--- src/logic/chan_switch_cfg.svh ---
// Offsets, field positions, reset values and timing for the channel switch.
// Assumes a 100 MHz core clock and a 32-bit classic Wishbone register bus.
`ifndef CHAN_SWITCH_CFG_SVH
`define CHAN_SWITCH_CFG_SVH

`define OFS_HARDWARE_CONFIG_REG 8'h00
`define OFS_CHANNEL_SWITCH_REG  8'h04
`define OFS_PIN_LEVEL_STATUS    8'h08
`define OFS_IRQ_MASK_REG        8'h0c
`define OFS_STATE_REG           8'h10

`define COMBINE_SELECT_BIT      0
`define COMBINE_SELECT_RESET    1'b0
`define SWITCH_BITS_RESET       4'h0
`define IRQ_MASK_RESET          4'h0

`define CLK_PERIOD_NS           10
`define FALLBACK_ACT_TIME_NS    2000
`define FALLBACK_ACT_CYCLES \
  ((`FALLBACK_ACT_TIME_NS + `CLK_PERIOD_NS - 1) / `CLK_PERIOD_NS)

`endif

--- src/logic/chan_switch_pkg.sv ---
// Types shared by the channel input switch matrix.
// Assumes the configuration header is included by the design files.
package chan_switch_pkg;

  typedef enum logic [2:0] {
    OP_SLEEP,
    OP_STANDBY,
    OP_READY,
    OP_ACTIVE,
    OP_FALLBACK
  } op_state_type;

endpackage

--- src/logic/pin_sync.sv ---
// Three-stage synchroniser for one asynchronous pin.
// Assumes the pin is driven from outside the core clock domain.
`timescale 1ns/1ps

module pin_sync (
  input  wire logic CORE_CLK_I,
  input  wire logic SYS_RST_I,
  input  wire logic pin_i,
  output logic      level_o
);

  logic meta;
  logic stage2;
  logic stage3;

  always_ff @(posedge CORE_CLK_I) begin
    if (SYS_RST_I) begin
      meta   <= 1'b0;
      stage2 <= 1'b0;
      stage3 <= 1'b0;
    end else begin
      meta   <= pin_i;
      stage2 <= meta;
      stage3 <= stage2;
    end
  end

  // A change counts only once the last two stages agree
  always_ff @(posedge CORE_CLK_I) begin
    if (SYS_RST_I) begin
      level_o <= 1'b0;
    end else if (stage2 == stage3) begin
      level_o <= stage3;
    end
  end

endmodule

--- src/logic/fallback_qual.sv ---
// Qualifies the fallback pin: asserts after it stays high past a time.
// Assumes a synchronised input on the core clock.
`timescale 1ns/1ps

module fallback_qual #(
  parameter int unsigned ACT_CYCLES = 200
) (
  input  wire logic CORE_CLK_I,
  input  wire logic SYS_RST_I,
  input  wire logic level_i,
  output logic      qualified_o
);

  localparam int CW = $clog2(ACT_CYCLES + 2);

  logic [CW-1:0] count;

  // Counter restarts on every low level so only a continuous high counts
  always_ff @(posedge CORE_CLK_I) begin
    if (SYS_RST_I || !level_i) begin
      count <= '0;
    end else if (count <= CW'(ACT_CYCLES)) begin
      count <= count + CW'(1);
    end
  end

  assign qualified_o = level_i && (count > CW'(ACT_CYCLES));
endmodule

--- src/logic/chan_switch_matrix.sv ---
// Channel input switch matrix with Wishbone register access.
// Assumes pins arrive asynchronously and the bus runs on CORE_CLK_I.
`timescale 1ns/1ps
`include "chan_switch_cfg.svh"

module chan_switch_matrix #(
  parameter int unsigned CHANNELS   = 4,
  parameter int unsigned ACT_CYCLES = `FALLBACK_ACT_CYCLES
) (
  input  wire logic                   CORE_CLK_I,
  input  wire logic                   SYS_RST_I,
  input  wire logic [7:0]             WB_ADR_I,
  input  wire logic [31:0]            WB_DAT_I,
  input  wire logic [3:0]             WB_SEL_I,
  input  wire logic                   WB_WE_I,
  input  wire logic                   WB_CYC_I,
  input  wire logic                   WB_STB_I,
  output logic      [31:0]            WB_DAT_O,
  output logic                        WB_ACK_O,
  input  wire logic [CHANNELS-1:0]    DIRECT_CHANNEL_PIN_I,
  input  wire logic                   FALLBACK_PIN_I,
  output logic      [CHANNELS-1:0]    CHANNEL_ON_O,
  output chan_switch_pkg::op_state_type OP_STATE_O,
  output logic                        IRQ_O
);

  import chan_switch_pkg::*;

  ////////////////////////////////////////////////////////////////////////////
  // Input synchronisation

  logic [CHANNELS-1:0] pin_level;
  logic                fallback_level;
  logic                fallback_ok;

  genvar g;
  generate
    for (g = 0; g < CHANNELS; g++) begin : g_sync
      pin_sync u_sync (
        .CORE_CLK_I (CORE_CLK_I),
        .SYS_RST_I  (SYS_RST_I),
        .pin_i      (DIRECT_CHANNEL_PIN_I[g]),
        .level_o    (pin_level[g])
      );
    end
  endgenerate

  pin_sync u_fb_sync (
    .CORE_CLK_I (CORE_CLK_I),
    .SYS_RST_I  (SYS_RST_I),
    .pin_i      (FALLBACK_PIN_I),
    .level_o    (fallback_level)
  );

  fallback_qual #(.ACT_CYCLES(ACT_CYCLES)) u_qual (
    .CORE_CLK_I  (CORE_CLK_I),
    .SYS_RST_I   (SYS_RST_I),
    .level_i     (fallback_level),
    .qualified_o (fallback_ok)
  );

  ////////////////////////////////////////////////////////////////////////////
  // Register bus

  logic                hardware_config_reg;
  logic [CHANNELS-1:0] channel_switch_bit_n;
  logic [CHANNELS-1:0] pin_level_status_reg;
  logic [CHANNELS-1:0] irq_mask;
  op_state_type        op_state;
  logic                bus_req;
  logic                wr_en;
  logic                rd_status;
  logic [31:0]         next_rdata;

  // Single-cycle answer: ack one edge after the request, dropped next cycle
  assign bus_req   = WB_CYC_I && WB_STB_I && !WB_ACK_O;
  assign wr_en     = bus_req && WB_WE_I && WB_SEL_I[0];
  assign rd_status = bus_req && !WB_WE_I &&
                     (WB_ADR_I == `OFS_PIN_LEVEL_STATUS);

  always_ff @(posedge CORE_CLK_I) begin
    if (SYS_RST_I) begin
      WB_ACK_O <= 1'b0;
    end else begin
      WB_ACK_O <= bus_req;
    end
  end

  always_comb begin
    next_rdata = 32'h0;
    case (WB_ADR_I)
      `OFS_HARDWARE_CONFIG_REG: begin
        next_rdata[`COMBINE_SELECT_BIT] = hardware_config_reg;
      end
      `OFS_CHANNEL_SWITCH_REG: begin
        next_rdata[CHANNELS-1:0] = channel_switch_bit_n;
      end
      `OFS_PIN_LEVEL_STATUS: begin
        next_rdata[CHANNELS-1:0] = pin_level_status_reg;
      end
      `OFS_IRQ_MASK_REG: begin
        next_rdata[CHANNELS-1:0] = irq_mask;
      end
      `OFS_STATE_REG: begin
        next_rdata[2:0] = op_state;
      end
      default: begin
        next_rdata = 32'h0;
      end
    endcase
  end

  always_ff @(posedge CORE_CLK_I) begin
    if (SYS_RST_I) begin
      WB_DAT_O <= 32'h0;
    end else if (bus_req && !WB_WE_I) begin
      WB_DAT_O <= next_rdata;
    end
  end

  // Register access over the documented serial port is modelled by this
  // parallel slave; the frame layer sits in front of it.
  always_ff @(posedge CORE_CLK_I) begin
    if (SYS_RST_I) begin
      hardware_config_reg <= `COMBINE_SELECT_RESET;
    end else if (wr_en && WB_ADR_I == `OFS_HARDWARE_CONFIG_REG) begin
      hardware_config_reg <= WB_DAT_I[`COMBINE_SELECT_BIT];
    end
  end

  always_ff @(posedge CORE_CLK_I) begin
    if (SYS_RST_I) begin
      channel_switch_bit_n <= CHANNELS'(`SWITCH_BITS_RESET);
    end else if (wr_en && WB_ADR_I == `OFS_CHANNEL_SWITCH_REG) begin
      channel_switch_bit_n <= WB_DAT_I[CHANNELS-1:0];
    end
  end

  always_ff @(posedge CORE_CLK_I) begin
    if (SYS_RST_I) begin
      irq_mask <= CHANNELS'(`IRQ_MASK_RESET);
    end else if (wr_en && WB_ADR_I == `OFS_IRQ_MASK_REG) begin
      irq_mask <= WB_DAT_I[CHANNELS-1:0];
    end
  end

  ////////////////////////////////////////////////////////////////////////////
  // Pin-high flags, cleared on read; a high level wins over the clear

  always_ff @(posedge CORE_CLK_I) begin
    if (SYS_RST_I) begin
      pin_level_status_reg <= '0;
    end else if (rd_status) begin
      pin_level_status_reg <= pin_level;
    end else begin
      pin_level_status_reg <= pin_level_status_reg | pin_level;
    end
  end

  assign IRQ_O = |(pin_level_status_reg & irq_mask);

  ////////////////////////////////////////////////////////////////////////////
  // Operating state: only the fallback entry is modelled in detail

  always_ff @(posedge CORE_CLK_I) begin
    if (SYS_RST_I) begin
      op_state <= OP_STANDBY;
    end else begin
      case (op_state)
        OP_FALLBACK: begin
          if (!fallback_ok) begin
            op_state <= OP_STANDBY;
          end
        end
        default: begin
          if (fallback_ok) begin
            op_state <= OP_FALLBACK;
          end
        end
      endcase
    end
  end

  assign OP_STATE_O = op_state;

  ////////////////////////////////////////////////////////////////////////////
  // Switch matrix

  logic combine_and;
  logic pin_path_ok;
  assign combine_and = hardware_config_reg &&
                       !(fallback_level && op_state == OP_FALLBACK);
  // Pins act in every state this block models; active also honours them
  assign pin_path_ok = 1'b1;

  generate
    for (g = 0; g < CHANNELS; g++) begin : g_chan
      always_ff @(posedge CORE_CLK_I) begin
        if (SYS_RST_I) begin
          CHANNEL_ON_O[g] <= 1'b0;
        end else if (op_state == OP_FALLBACK) begin
          CHANNEL_ON_O[g] <= pin_level[g];
        end else if (combine_and) begin
          CHANNEL_ON_O[g] <= channel_switch_bit_n[g] && pin_level[g];
        end else begin
          CHANNEL_ON_O[g] <= channel_switch_bit_n[g] ||
                             (pin_level[g] && pin_path_ok);
        end
      end
    end
  endgenerate
endmodule

--- config.mk ---
export PLATFORM = sky130hd
export DESIGN_NAME = chan_switch_matrix
export DESIGN_NICKNAME = d
export VERILOG_FILES = /design/src/logic/chan_switch_pkg.sv /design/src/logic/pin_sync.sv /design/src/logic/fallback_qual.sv /design/src/logic/chan_switch_matrix.sv
export VERILOG_INCLUDE_DIRS = /design/src /design/src/logic
export SDC_FILE = /design/constraint.sdc
export NUM_CORES = 1
export LEC_CHECK = 0
export BUFFER_PORTS_ARGS = -buffer_cell sky130_fd_sc_hd__buf_2
export CORE_ASPECT_RATIO = 0.8
export CORE_MARGIN = 1.5
export CORE_UTILIZATION = 25
export DETAILED_ROUTE_END_ITERATION = 16
export GPL_ROUTABILITY_DRIVEN = 0
export RECOVER_POWER = 50
export SETUP_SLACK_MARGIN = 0.15
export SLEW_MARGIN = 20
export SYNTH_ARGS = -nofsm -noshare
export SYNTH_HDL_FRONTEND = slang
export SYNTH_SLANG_ARGS = --single-unit
--- constraint.sdc ---
create_clock -name CORE_CLK_I -period 2.35 [get_ports CORE_CLK_I]
set_input_delay 0.705 -clock CORE_CLK_I [delete_from_list [all_inputs] [get_ports CORE_CLK_I]]
set_output_delay 0.705 -clock CORE_CLK_I [all_outputs]
set_load 0.02 [all_outputs]
# == After elaboration in Yosys (flattened, before gate mapping) ==
# Index checks and enable logic that the tools add are counted.
# totals
reg_bits,53
in_bits,54
# op_classes
n_addsub,1
order_cmp,2
n_eq_ne,11
mux,15
n_bitwise,2
n_reduce_logical,29
# ops
operator,count
"8-bit by 4-bit equality test with 1-bit output, second input constant",2
1-bit logical AND,16
3-bit 2-to-1 mux,3
"8-bit by 1-bit adder with 8-bit output, second input constant",1
"8-bit by 3-bit equality test with 1-bit output, second input constant",1
"8-bit by 5-bit equality test with 1-bit output, second input constant",1
"8-bit > comparator, second input constant",1
"8-bit less-or-equal comparator, second input constant",1
8-bit zero test,1
1-bit 2-to-1 mux,8
2-bit one-hot mux with 4 select lines,1
1-bit equality test,5
1-bit logical OR,5
1-bit one-hot mux with 5 select lines,1
4-bit AND,1
1-bit zero test,4
4-bit 2-to-1 mux,1
4-bit OR,1
4-bit OR reduction,1
"3-bit equality test, second input constant",1
1-bit one-hot mux with 3 select lines,1
"2-bit != test, second input constant",1
2-bit AND reduction,1
2-bit nonzero test,1

# == Depth between registers and ports, before layout ==
# logic_depth
ltp_word,6
ltp_mapped,6
mapped_depth_nobuf,6

# == By module ==
# A second synthesis with hierarchy kept.
# hier_totals
hier_cells,261
area_unflattened_um2,2368.5
# modules_own_cells
module,n_inst,cells_each,area_per_inst_um2,seq_area_each_um2
chan_switch_matrix,1,161,1383.8,480.5
pin_sync,5,10,112.6,80.1
fallback_qual,1,50,421.7,160.2

# == Worst setup path after synthesis ==
# OpenSTA, ideal clock, no wires.
# synth_path
kind,input to register
start,input WB_ADR_I[5]
end,register pin_level_status_reg[0]
t_arrival_ns,1.919
slack_ns,0.299
stages,5
path_buffers,1
path_cell_list,or4_4 -> or3_4 -> buf_6 -> o21ai_0 -> a21oi_1
# synth_via
elab_chain_cells,3
# synth_lines
element,line_no,text
"start, declared",chan_switch_matrix.sv:12,"input wire logic [7:0] WB_ADR_I,"
8-bit by 4-bit equality test with 1-bit output,--,
1-bit logical AND,chan_switch_matrix.sv:78,assign rd_status = bus_req && !WB_WE_I &&
4-bit 2-to-1 mux,chan_switch_matrix.sv:153,end else if (rd_status) begin
"end signal, assigned",chan_switch_matrix.sv:154,pin_level_status_reg <= pin_level;
"end signal, assigned",chan_switch_matrix.sv:156,pin_level_status_reg <= pin_level_status_reg | pin_level;
"end, declared",chan_switch_matrix.sv:67,logic [CHANNELS-1:0] pin_level_status_reg;
# Every way passes these cells.
# A chain may end at the register's enable or synchronous reset.

# == Worst setup path in the final report ==
# layout_path
start,input SYS_RST_I
end,register CHANNEL_ON_O[2]
# layout_lines
element,line_no,text
"start, declared",chan_switch_matrix.sv:11,"input wire logic SYS_RST_I,"
"end signal, assigned by index",chan_switch_matrix.sv:202,CHANNEL_ON_O[g] <= pin_level[g];
"end signal, assigned by index",chan_switch_matrix.sv:204,CHANNEL_ON_O[g] <= channel_switch_bit_n[g] && pin_level[g];
"end signal, assigned by index",chan_switch_matrix.sv:206,CHANNEL_ON_O[g] <= channel_switch_bit_n[g] ||
"end, declared",chan_switch_matrix.sv:22,"output logic [CHANNELS-1:0] CHANNEL_ON_O,"
# No word-level cell between the ends.

==> flow_metrics.tcl <==
set metrics [dict create \
    synth.avg_cell_area_um2 8.74 \
    switchingPower_uw 391 \
    cts_num_sinks 52 \
    internal_power_uw 1340 \
    synth-async-reset-ratio 0 \
    crit_required_ns 2.52 \
    path_clk_slew_ns 0.06 \
    die_ar_mm2 0.0101 \
    synth_top_cell_area_share 0.436 \
    grt_pass1_wl_mm 8.11 \
    clock_tree_from_tritoncts "done" \
    dpl.cell_count 415 \
    vias_in_the_first_global_route 1714 \
    vdd_ir_drop_max_uv 302 \
    synth_sequential_area_ratio 0.436 \
    ant_nets 0 \
    worst_r2r_path_cells 6 \
    cts-hold-fix-buffers 0 \
    cts-buffers-inserted 5 \
    num-nets-final 363 \
    power-per-cell-area_mw_per_mm2 641 \
    ys_dominant_reg_cell "sky130_fd_sc_hd__dfxtp_1" \
    postSynthCellCount 273 \
    share_comb_of_total_power 0.067 \
    regToRegSetupSlack_ns 0.72 \
    grt_util_all_layers 0.0983 \
    detailed_place_hpwl_mm 3.64 \
    count_of_input_and_output_buffers 34 \
    floorplan.core_area_mm2 0.00915 \
    post-cts-setup-buffer-count 0 \
    globalRouteOverflowTotal 0 \
    setup_tns_ns 0 \
    clock_tree.htree_level_count 2 \
    timing.rr.start "u_qual.count[0]$_SDFFE_PP0P_" \
    max_cap_violation_count 0 \
    fin_worst_hold_slack_ns 0.437 \
    avgViaCountPerCell 4.50 \
    clk_latency_ns 0.29 \
    slew_headroom 0.563 \
    timing_worst_slew_pin_value_ns 0.656 \
    detailroute.via_count 1904 \
    drt_iter0_markers 106 \
    synth_cell_types 45 \
    synth-seq-cells 52 \
    min-delay-start "g_sync[3].u_sync.meta$_SDFF_PP0_" \
    fmaxAchievable_ghz 0.513 \
    critical_path.endpoint_type "register" \
    post_cts.resized_instances 0 \
    arrival_ns 2.12 \
    path_class "in -> reg" \
    classification_of_the_worst_slack_hold_path "reg -> reg" \
    grt_antenna_before_repair 0 \
    initial_core_util 0.261 \
    summed_instance_area_of_the_synthesized_netlist_mm2 0.00239 \
    slew_violations 0 \
    clock_tree.root_cell "sky130_fd_sc_hd__clkbuf_16" \
    synth.top_cells.by_area "sky130_fd_sc_hd__dfxtp_1, sky130_fd_sc_hd__buf_4, sky130_fd_sc_hd__a21oi_1" \
    fillers 994 \
    die_height_um 90.4 \
    static-leakage-power_uw 0.00102 \
    grt_start_max_net_pins 19 \
    die_w_um 112 \
    worst_r2r_endpoint "u_qual.count[3]$_SDFFE_PP0P_" \
    drive_above_1_share 0.159 \
    grt_setup_unrepaired "no" \
    synth_enable_flop_cells 0 \
    route.final.wire_length_mm 4.85 \
    outcome "finished, final reports clean" \
    layout_worst_path_cycle_share 0.829 \
    syn_to_final_growth_pct 13.5 \
    row_cnt 31 \
    worstHoldEndpoint "g_sync[3].u_sync.stage2$_SDFF_PP0_" \
    min_period_ns 1.95 \
    final-hold-violation-count 0 \
    synth_warnings 0 \
    seq_power_share 0.517 \
    setup.worst_path.start_class "input port" \
    clk_path_buf_depth 2 \
    share_clk_of_total_power 0.416 \
    synthDominantAreaCellType "sky130_fd_sc_hd__dfxtp_1" \
    timing.critical_path.fanout_max 18 \
    power_switching_share 0.225 \
    max_flop_register "u_qual.count" \
    finalClockSkew_ns 0.00609 \
    num_io_pins 95 \
    finalSetupViolCount 0 \
    min_path_cells 1 \
    drt_drc_violations_left 0 \
    finish.cell_count_without_fillers 423 \
    insertedDiodeCount 0 \
    wire_per_inst_um 11.5 \
    firstDrtPassIters 12 \
    largest_reg_flops 8 \
]
## power groups by stage
stage	clock (uW)	combinational, uW	sequential, uW
CTS	746	117	897
floorplan	0	120	917
detailed placement	0	117	917
global route	794	128	898
global placement	0	116	917
finish	722	117	897
## logic make-up after synthesis
kind of cell             Yosys count  share of synthesized area
multiplexers                       6                     0.0267
adder cells (fa/ha/maj)            2                     0.0105
AND/OR/NAND/NOR                   88                      0.209
XOR/XNOR                           3                     0.0110
other                              1                    0.00157
AO/OA/AOI/OAI                     75                      0.184
buffers and inverters             46                      0.122
flip-flops                        52                      0.436
## worst max path at each step
stage,start,endpoint,slack (ns),cells after the start
finish,SYS_RST_I,CHANNEL_ON_O[2]$_SDFF_PP0_,0.40,4
global route,SYS_RST_I,u_qual.count[0]$_SDFFE_PP0P_,0.21,4
global placement,WB_ADR_I[5],WB_DAT_O[2]$_SDFFE_PP0P_,0.13,5
detailed placement,WB_ADR_I[5],WB_DAT_O[2]$_SDFFE_PP0P_,0.13,5
floorplan,WB_ADR_I[5],pin_level_status_reg[0]$_SDFF_PP0_,0.30,5
CTS,WB_ADR_I[5],WB_DAT_O[2]$_SDFFE_PP0P_,0.42,5
## layer usage
layer,GRT usage,wire length [um]
met1,0.142,2500
met5,0,0
met2,0.144,2090
met4,0.0316,60
met3,0.0221,195
## cells in the final DEF, fill, tap and decap left out, types with 2 or more instances in the layout
cell,instances
sky130_fd_sc_hd__dfxtp_1,52
sky130_fd_sc_hd__buf_2,30
sky130_fd_sc_hd__conb_1,29
sky130_fd_sc_hd__a21oi_1,28
sky130_fd_sc_hd__o21ai_0,25
sky130_fd_sc_hd__nor2b_1,19
sky130_fd_sc_hd__nand2_1,13
sky130_fd_sc_hd__nor2_1,13
sky130_fd_sc_hd__nand3_1,10
sky130_fd_sc_hd__inv_1,8
sky130_fd_sc_hd__nand2b_1,7
sky130_fd_sc_hd__nand4_1,6
sky130_fd_sc_hd__clkbuf_16,5
sky130_fd_sc_hd__clkbuf_1,5
sky130_fd_sc_hd__a22oi_1,4
sky130_fd_sc_hd__nor3_1,4
sky130_fd_sc_hd__and2_1,3
sky130_fd_sc_hd__o21a_1,3
sky130_fd_sc_hd__a31oi_1,3
sky130_fd_sc_hd__mux2_2,3
sky130_fd_sc_hd__mux2i_1,3
sky130_fd_sc_hd__or2_2,3
sky130_fd_sc_hd__xnor2_1,2
sky130_fd_sc_hd__o32ai_1,2
sky130_fd_sc_hd__a211oi_1,2
sky130_fd_sc_hd__and3b_1,2
sky130_fd_sc_hd__ha_1,2
sky130_fd_sc_hd__clkinv_2,2
sky130_fd_sc_hd__buf_4,2
## critical path, stage by stage
cell	delay, ns
sky130_fd_sc_hd__clkbuf_1	0.49
sky130_fd_sc_hd__clkbuf_1	0.52
sky130_fd_sc_hd__buf_4	0.33
sky130_fd_sc_hd__nor2_1	0.08
## synthesized netlist by cell type, types with 6 or more instances
library cell and n:
sky130_fd_sc_hd__dfxtp_1 52, sky130_fd_sc_hd__buf_4 29, sky130_fd_sc_hd__a21oi_1 28, sky130_fd_sc_hd__o21ai_0 25, sky130_fd_sc_hd__nor2b_1 19, sky130_fd_sc_hd__nand2_1 13
sky130_fd_sc_hd__nor2_1 13, sky130_fd_sc_hd__nand3_1 10, sky130_fd_sc_hd__inv_1 8, sky130_fd_sc_hd__clkbuf_1 7, sky130_fd_sc_hd__nand2b_1 7, sky130_fd_sc_hd__nand4_1 6
## cell type report
class / instances / area (um2) / area share
Inverter: 8 / 30.0 / 0.0111
Clock inverter: 2 / 10.0 / 0.00370
Tap cell: 115 / 144 / 0.0531
Sequential cell: 52 / 1040 / 0.384
Multi-Input combinational cell: 203 / 1160 / 0.429
Timing Repair Buffer: 37 / 184 / 0.0679
Clock buffer: 6 / 139 / 0.0513
## stage by stage
stage	total power [uW]	worst slack (ns)	utilization	area [um2]
floorplan	1040	0.299	-	2490
global placement	1030	0.130	0.281	2570
detailed placement	1030	0.134	0.281	2570
CTS	1760	0.425	0.297	2720
global route	1820	0.208	0.296	2710
finish	1740	0.402	0.296	2710
(Power assumes the default switching activity.)
